[src/common/fesr_pkg.sv]
`default_nettype none

package fesr_pkg;

    // ----------------------------------------------------------------
    // widths
    // ----------------------------------------------------------------
    localparam int ADDR_W = 16;
    localparam int RSRC_W = 8;

    // ----------------------------------------------------------------
    // memory variants and their code space limits
    // ----------------------------------------------------------------
    typedef enum logic [1:0] {
        VAR_LARGE = 2'b00,
        VAR_MID = 2'b01,
        VAR_SMALL = 2'b10
    } fesr_variant_e;

    localparam logic [ADDR_W-1:0] LIMIT_LARGE = 16'h1DFF;
    localparam logic [ADDR_W-1:0] LIMIT_MID = 16'h0FFF;
    localparam logic [ADDR_W-1:0] LIMIT_SMALL = 16'h07FF;
    localparam logic [ADDR_W-1:0] RESET_VECTOR = 16'h0000;

    // ----------------------------------------------------------------
    // reset source register layout
    // ----------------------------------------------------------------
    localparam int BIT_PIN = 0;
    localparam int BIT_MCD = 2;
    localparam int BIT_SWRST = 4;
    localparam int BIT_FERR = 6;
    localparam logic [RSRC_W-1:0] RSRC_RESET = 8'h00;

    // ----------------------------------------------------------------
    // timing
    // ----------------------------------------------------------------
    localparam int CLK_PERIOD_NS = 20;
    localparam int RESET_DELAY_NS = 5000;
    localparam int PIN_LOW_NS = 15000;
    localparam int MCD_MIN_NS = 100000;
    localparam int MCD_TYP_NS = 220000;
    localparam int MCD_MAX_NS = 500000;
    localparam int DLY_CYCLES =
        (RESET_DELAY_NS + CLK_PERIOD_NS - 1) / CLK_PERIOD_NS;
    localparam int PIN_CYCLES =
        (PIN_LOW_NS + CLK_PERIOD_NS - 1) / CLK_PERIOD_NS;
    localparam int MCD_MIN_CYCLES =
        (MCD_MIN_NS + CLK_PERIOD_NS - 1) / CLK_PERIOD_NS;
    localparam int MCD_TYP_CYCLES = MCD_TYP_NS / CLK_PERIOD_NS;
    localparam int MCD_MAX_CYCLES = MCD_MAX_NS / CLK_PERIOD_NS;

    // ----------------------------------------------------------------
    // sequencer states
    // ----------------------------------------------------------------
    typedef enum logic [1:0] {
        ST_RUN = 2'b00,
        ST_HOLD = 2'b01,
        ST_DELAY = 2'b10
    } fesr_state_e;

endpackage

`default_nettype wire

[src/rtl/fesr_timer.sv]
`timescale 1ns/1ps
`default_nettype none

module fesr_timer #(
    parameter int LIMIT = 4
) (
    input wire logic i_clock, // system clock
    input wire logic i_rst_n, // synchronous reset, active low
    input wire logic i_run, // count while high, clear while low
    output logic o_done // high once i_run held LIMIT cycles
);
    import fesr_pkg::*;

    localparam int W = $clog2(LIMIT + 1);
    localparam logic [W-1:0] TOP = W'(LIMIT - 1);

    typedef struct packed {
        logic [W-1:0] cnt;
        logic done;
    } fesr_timer_s;

    fesr_timer_s st_reg;
    fesr_timer_s st_next;

    always_comb begin
        st_next = st_reg;
        if (!i_run) begin
            st_next.cnt = '0;
            st_next.done = 1'b0;
        end else if (st_reg.cnt == TOP) begin
            // saturate: done stays up while i_run holds
            st_next.done = 1'b1;
        end else begin
            st_next.cnt = st_reg.cnt + 1'b1;
        end
    end

    always_ff @(posedge i_clock) begin
        if (!i_rst_n) begin
            st_reg <= '0;
        end else begin
            st_reg <= st_next;
        end
    end

    assign o_done = st_reg.done;

endmodule

`default_nettype wire

[src/rtl/fesr_top.sv]
// Summary of operation
// - write-enabled external move above code limit resets, write not done
// - code move read above the code limit causes a system reset
// - instruction fetch above the code limit causes a system reset
// - code limit fixed per variant: 0x1DFF, 0x0FFF or 0x07FF
// - flash error flag at bit 6 reads set after a flash error reset
// - writing one to bit 4 forces an immediate system reset
// - bit 4 reads one after a software forced reset
// - flash error and software resets never drive the reset pin
// - at least 5.0 us from source release to execution at 0x0000
// - missing clock reset starts 100 to 500 us after last clock edge
`timescale 1ns/1ps
`default_nettype none

module fesr_top #(
    parameter fesr_pkg::fesr_variant_e VARIANT = fesr_pkg::VAR_LARGE,
    parameter int MCD_CYCLES = fesr_pkg::MCD_TYP_CYCLES,
    parameter int PIN_LOW_CYCLES = fesr_pkg::PIN_CYCLES,
    parameter int DELAY_CYCLES = fesr_pkg::DLY_CYCLES
) (
    input wire logic i_clock, // 50 MHz reference clock
    input wire logic i_rst_n, // power-on reset, sync, active low
    input wire logic i_flash_write_enable_flag, // core flash write enable
    input wire logic i_ext_move_valid, // external move write/erase
    input wire logic [fesr_pkg::ADDR_W-1:0] i_ext_move_addr, // its target
    input wire logic i_code_move_valid, // code move (table) read
    input wire logic [fesr_pkg::ADDR_W-1:0] i_code_move_addr, // its target
    input wire logic i_fetch_valid, // fetch after a branch
    input wire logic [fesr_pkg::ADDR_W-1:0] i_fetch_addr, // fetch target
    input wire logic i_rsrc_wr, // write strobe, reset source register
    input wire logic [fesr_pkg::RSRC_W-1:0] i_rsrc_wdata, // write data
    input wire logic i_rst_pin_n, // external reset pin level, async
    input wire logic i_sysclk_mon, // monitored system clock, async
    output logic o_core_rst_n, // core held in reset while low
    output logic [fesr_pkg::ADDR_W-1:0] o_start_addr, // first fetch
    output logic o_flash_wr_go, // legal flash write may proceed
    output logic [fesr_pkg::RSRC_W-1:0] o_rsrc_rdata, // reset causes
    output logic o_rst_pin_out, // reset pin drive level
    output logic o_rst_pin_oe // reset pin driven while high
);
    import fesr_pkg::*;

    // ----------------------------------------------------------------
    // state
    // ----------------------------------------------------------------
    typedef struct packed {
        fesr_state_e fsm;
        logic pin_s1;
        logic pin_s2;
        logic mon_s1;
        logic mon_s2;
        logic mon_s3;
        logic [RSRC_W-1:0] flags;
        logic core_rst_n;
        logic wr_go;
        logic pin_oe;
        logic pin_out;
        logic [ADDR_W-1:0] start_addr;
    } fesr_top_s;

    localparam fesr_top_s ST_RESET = '{
        fsm: ST_DELAY,
        pin_s1: 1'b1,
        pin_s2: 1'b1,
        mon_s1: 1'b0,
        mon_s2: 1'b0,
        mon_s3: 1'b0,
        flags: RSRC_RESET,
        core_rst_n: 1'b0,
        wr_go: 1'b0,
        pin_oe: 1'b0,
        pin_out: 1'b0,
        start_addr: RESET_VECTOR
    };

    fesr_top_s s_reg;
    fesr_top_s s_next;

    // ----------------------------------------------------------------
    // decoding helpers
    // ----------------------------------------------------------------
    function automatic logic [ADDR_W-1:0] limit_of(fesr_variant_e v);
        case (v)
            VAR_LARGE: limit_of = LIMIT_LARGE;
            VAR_MID: limit_of = LIMIT_MID;
            VAR_SMALL: limit_of = LIMIT_SMALL;
            default: limit_of = LIMIT_SMALL;
        endcase
    endfunction

    localparam logic [ADDR_W-1:0] LIMIT = limit_of(VARIANT);

    // strictly greater: the limit address itself is still user code
    function automatic logic above(logic [ADDR_W-1:0] a);
        above = (a > LIMIT);
    endfunction

    // one-hot cause; pin and missing clock outrank core-side causes
    function automatic logic [RSRC_W-1:0] cause_of(
        logic pin, logic mcd, logic ferr, logic sw
    );
        cause_of = RSRC_RESET;
        if (pin) begin
            cause_of[BIT_PIN] = 1'b1;
        end else if (mcd) begin
            cause_of[BIT_MCD] = 1'b1;
        end else if (ferr) begin
            cause_of[BIT_FERR] = 1'b1;
        end else if (sw) begin
            cause_of[BIT_SWRST] = 1'b1;
        end
    endfunction

    // ----------------------------------------------------------------
    // reset sources
    // ----------------------------------------------------------------
    logic pin_evt;
    logic mcd_evt;
    logic dly_done;
    logic mon_edge;
    logic wr_bad;
    logic ferr_evt;
    logic sw_evt;
    logic hw_evt;

    assign mon_edge = s_reg.mon_s2 & ~s_reg.mon_s3;
    assign wr_bad = i_ext_move_valid & i_flash_write_enable_flag
                    & above(i_ext_move_addr);
    assign ferr_evt = wr_bad
                      | (i_code_move_valid & above(i_code_move_addr))
                      | (i_fetch_valid & above(i_fetch_addr));
    assign sw_evt = i_rsrc_wr & i_rsrc_wdata[BIT_SWRST];
    assign hw_evt = pin_evt | mcd_evt;

    // glitches shorter than the low time are not a reset request
    fesr_timer #(
        .LIMIT(PIN_LOW_CYCLES)
    ) u_pin_filter (
        .i_clock(i_clock),
        .i_rst_n(i_rst_n),
        .i_run(~s_reg.pin_s2),
        .o_done(pin_evt)
    );

    // restarted by every rising edge of the monitored clock
    fesr_timer #(
        .LIMIT(MCD_CYCLES)
    ) u_mcd (
        .i_clock(i_clock),
        .i_rst_n(i_rst_n),
        .i_run(~mon_edge),
        .o_done(mcd_evt)
    );

    fesr_timer #(
        .LIMIT(DELAY_CYCLES)
    ) u_release (
        .i_clock(i_clock),
        .i_rst_n(i_rst_n),
        .i_run(s_reg.fsm == ST_DELAY),
        .o_done(dly_done)
    );

    // ----------------------------------------------------------------
    // sequencer
    // ----------------------------------------------------------------
    always_comb begin
        s_next = s_reg;
        s_next.pin_s1 = i_rst_pin_n;
        s_next.pin_s2 = s_reg.pin_s1;
        s_next.mon_s1 = i_sysclk_mon;
        s_next.mon_s2 = s_reg.mon_s1;
        s_next.mon_s3 = s_reg.mon_s2;
        s_next.wr_go = 1'b0;
        s_next.pin_out = 1'b0;
        case (s_reg.fsm)
            ST_RUN: begin
                if (hw_evt | ferr_evt | sw_evt) begin
                    s_next.fsm = ST_HOLD;
                    s_next.flags = cause_of(pin_evt, mcd_evt,
                                            ferr_evt, sw_evt);
                end else begin
                    // illegal writes never reach the flash
                    s_next.wr_go = i_ext_move_valid
                                   & i_flash_write_enable_flag;
                end
            end
            ST_HOLD: begin
                if (hw_evt) begin
                    s_next.flags = cause_of(pin_evt, mcd_evt,
                                            1'b0, 1'b0);
                end else begin
                    s_next.fsm = ST_DELAY;
                end
            end
            ST_DELAY: begin
                if (hw_evt) begin
                    s_next.fsm = ST_HOLD;
                    s_next.flags = cause_of(pin_evt, mcd_evt,
                                            1'b0, 1'b0);
                end else if (dly_done) begin
                    s_next.fsm = ST_RUN;
                    s_next.start_addr = RESET_VECTOR;
                end
            end
            default: begin
                s_next.fsm = ST_DELAY;
            end
        endcase
        s_next.core_rst_n = (s_next.fsm == ST_RUN);
        // only the missing clock reset pulls the pin; internal
        // flash and software resets leave it alone
        s_next.pin_oe = (s_next.fsm == ST_HOLD)
                        & s_next.flags[BIT_MCD];
    end

    always_ff @(posedge i_clock) begin
        if (!i_rst_n) begin
            s_reg <= ST_RESET;
        end else begin
            s_reg <= s_next;
        end
    end

    assign o_core_rst_n = s_reg.core_rst_n;
    assign o_start_addr = s_reg.start_addr;
    assign o_flash_wr_go = s_reg.wr_go;
    assign o_rsrc_rdata = s_reg.flags;
    assign o_rst_pin_out = s_reg.pin_out;
    assign o_rst_pin_oe = s_reg.pin_oe;

    int low_cnt;
    int idle_cnt;
    logic run_q;
    logic quiet;

    assign run_q = (s_reg.fsm == ST_RUN);
    assign quiet = run_q & ~hw_evt;

    always_ff @(posedge i_clock) begin
        if (!i_rst_n || o_core_rst_n) begin
            low_cnt <= 0;
        end else if (low_cnt < DELAY_CYCLES + 2) begin
            low_cnt <= low_cnt + 1;
        end
        if (!i_rst_n || mon_edge) begin
            idle_cnt <= 0;
        end else if (idle_cnt <= MCD_CYCLES) begin
            idle_cnt <= idle_cnt + 1;
        end
    end
endmodule

`default_nettype wire

[config.mk]
export PLATFORM = sky130hd
export DESIGN_NAME = fesr_top
export DESIGN_NICKNAME = d
export VERILOG_FILES = /design/src/common/fesr_pkg.sv /design/src/rtl/fesr_timer.sv /design/src/rtl/fesr_top.sv
export SDC_FILE = /design/constraint.sdc
export NUM_CORES = 1
export LEC_CHECK = 0
export BUFFER_PORTS_ARGS = -buffer_cell sky130_fd_sc_hd__buf_4
export CAP_MARGIN = 20
export CORE_MARGIN = 2
export CORE_UTILIZATION = 49
export DETAILED_ROUTE_END_ITERATION = 8
export PLACE_DENSITY = 0.79
export SLEW_MARGIN = 40
export SYNTH_ARGS = -nofsm -noshare
export SYNTH_HDL_FRONTEND = slang
export SYNTH_HIERARCHICAL = 1
export SYNTH_SLANG_ARGS = --single-unit
[constraint.sdc]
create_clock -name i_clock -period 2.7 [get_ports i_clock]
set_input_delay 0 -clock i_clock [delete_from_list [all_inputs] [get_ports i_clock]]
set_output_delay 0 -clock i_clock [all_outputs]
set_load 0.02 [all_outputs]
==> flow_metrics.tcl <==
set metrics [dict create \
    cp-end-kind "register" \
    die_width_um 76.26 \
    synth_area_um2 2559 \
    ctsRootBufferMaster "clkbuf_8" \
    cts_sinks 49 \
    seqCellArea_um2 980.9 \
    critPathMaxFanout 8 \
    synth_top_family_by_area "simple AND/OR/NAND/NOR gates" \
    dpl_worst_slack_ps 647.1 \
    drt_iter0_markers 87 \
    cts_buffers 5 \
    final_common_cell "dfxtp_1" \
    synth_compound_area_share_pct 13.55 \
    status "completed" \
    yosys-top-cells-area "dfxtp_1 38%, buf_4 7.6%, ha_1 4.4%" \
    worst-setup-path-type "register to register" \
    wl_per_cell_um 11.86 \
    clk_pin_slew_ps 90 \
    hold_viol 0 \
    ir_drop_uv 198.2 \
    p_leak_nw 1.181 \
    ys_seq_area_share_pct 38.34 \
    grt_pass1_vias 1948 \
    wirelength_mm 4.734 \
    max-clock-path-buffers 2 \
    ys_seq_elements 49 \
    synth_flop_cell "dfxtp_1" \
    busiest_layer "met2" \
    diodes 0 \
    setup_ws_ps 573.9 \
    finalSetupViolations 0 \
    port_buffers 37 \
    syn_to_final_growth_pct 15.16 \
    synth_top_area_share_pct 38.34 \
    synth_mux_area_share_pct 1.565 \
    vias 2112 \
    die_y_um 76.26 \
    hold_path.class "primary input to register" \
    period_share_pct 78.74 \
    globalRouteOverflowTotal 0 \
    maxSlewViolCount 0 \
    synth-xor-area-share_pct 3.765 \
    yosys_warnings 6 \
    skew_ps 6.079 \
    cts_max_level 2 \
    startpoint_type "register" \
    multi_input_area_um2 1394 \
    async_flop_share_pct 0 \
    clk_latency_ps 300 \
    avgSynthCellArea_um2 8.854 \
    fmax_mhz 470.4 \
    post-route-drc-count 0 \
    synth.distinct_cells 55 \
    postSynthCellCount 289 \
    hpwl_mm 3.380 \
    largest_reg_flops 14 \
    grt_max_degree 20 \
    grt_pass1_wl_mm 8.086 \
    fin_crit_ps 2126 \
    antenna_found_initial 0 \
    crit_arrival_ps 2330 \
    num_io_pins 93 \
    synthSimpleGateAreaFrac_pct 28.12 \
    die_area_um2 5816 \
    cts_tree "yes" \
    nFillCells 463 \
    required_ps 2900 \
    grtUsageMet3_pct 4.028 \
    core_um2 5075 \
    synth_fa_ha_area_share_pct 4.401 \
    post_cts_resized 0 \
    fin_tns_setup_ps 0 \
    via_per_inst 5.293 \
    drv_cap 0 \
    use_met2_pct 29.38 \
    rsz0062_at_grt "no" \
    drive_gt1_share_pct 18.54 \
    start_util_pct 50.42 \
    first_pass_iters 4 \
    row_count 26 \
    pwr_density_cell_nw_per_um2 473.2 \
    grt_usage_pct 16.75 \
    synth_edf_count 0 \
    ant_nets 0 \
    use_met1_pct 18.93 \
    most-common-layout-cells "49 x dfxtp_1, 37 x buf_4, 25 x nand2_1, 21 x conb_1, 18 x nor2_1" \
    final_nets 402 \
    yosysTopAreaCell "dfxtp_1" \
    gp_congestion 0.7939 \
]
==> per-stage QoR <==
step / total power [mW] / cell area, µm² / std cells / utilization (%) / hold slack [ps]
floorplan: 0.8451 / 2634 / 309 / - / 73.04
global placement: 0.8649 / 2770 / 385 / 54.59 / 187.4
detailed placement: 0.8673 / 2770 / 385 / 54.59 / 196.4
CTS: 1.412 / 2947 / 399 / 58.06 / 33.46
global route: 1.454 / 2947 / 399 / 58.06 / 57.45
finish: 1.394 / 2947 / 399 / 58.06 / 46.62
==> power breakdown <==
part	internal [mW]	switching, mW	total [mW]
registers	0.733	0.00975	0.743
logic	0.0511	0.0627	0.114
clock network	0.302	0.236	0.538
==> layout make-up <==
cell class / instances / area share [%]
multi-input combinational: 221 / 47.30
sequential: 49 / 33.29
timing repair buffer: 43 / 11.46
tap: 70 / 2.972
clock buffer: 7 / 2.930
clock inverter: 1 / 1.019
inverter: 8 / 1.019
==> critical path: stages (launching register included) <==
cell and delay (ps):
dfxtp_1 460, inv_1 100, ha_1 330, or2_2 330, a32oi_1 220, o21ai_0 100, a31oi_1 250, and2b_2 250
==> what timing repair did <==
item | CTS | global route
hold buffers | 6 | 0
hold endpoints to repair | 4 | 0
buffers inserted | 0 | 0
==> routing by layer <==
layer  up-vias  wire length [µm]
met5         -                 0
met4         0                71
met3         7               244
met2        60              2287
met1       975              2131
li1       1070                 -
==> Yosys cell counts, types with 2 or more instances <==
master,n
a211oi_1,2
a21o_1,3
a21oi_1,14
a31oi_1,3
and2_1,7
and2_2,2
and3_1,4
and4_1,2
and4_4,3
buf_4,26
buf_6,2
clkbuf_1,2
dfxtp_1,49
ha_1,9
inv_1,8
mux2i_1,4
nand2_1,25
nand2b_1,4
nand3_1,12
nand3_2,4
nand4_1,10
nand4b_1,2
nor2_1,18
nor3_1,8
nor4b_1,2
o2111ai_1,2
o21a_1,5
o21ai_0,14
or3_1,7
or4_1,2
xor2_1,10
==> final timing paths <==
check                                       end  cells after the start  slack, ps              start
worst max-delay path            o_rsrc_rdata[2]                      7        570          s_reg[34]
worst max register to register  o_rsrc_rdata[2]                      7        570          s_reg[34]
worst min-delay path            o_rsrc_rdata[4]                      4         50  i_code_move_valid
worst min register to register        s_reg[31]                      1        410         s_next[31]
==> cells by family (layout without fill, tap and decap cells) <==
| logic type | Yosys count | after routing |
|---|---|---|
| xor+xnor | 11 | 11 |
| fa+ha+maj | 9 | 9 |
| other cells | 1 | 21 |
| simple gates | 123 | 123 |
| flops | 49 | 49 |
| compound gates | 53 | 53 |
| buf+inv | 39 | 59 |
| mux | 4 | 4 |
Power figures use the tool's default switching activity.
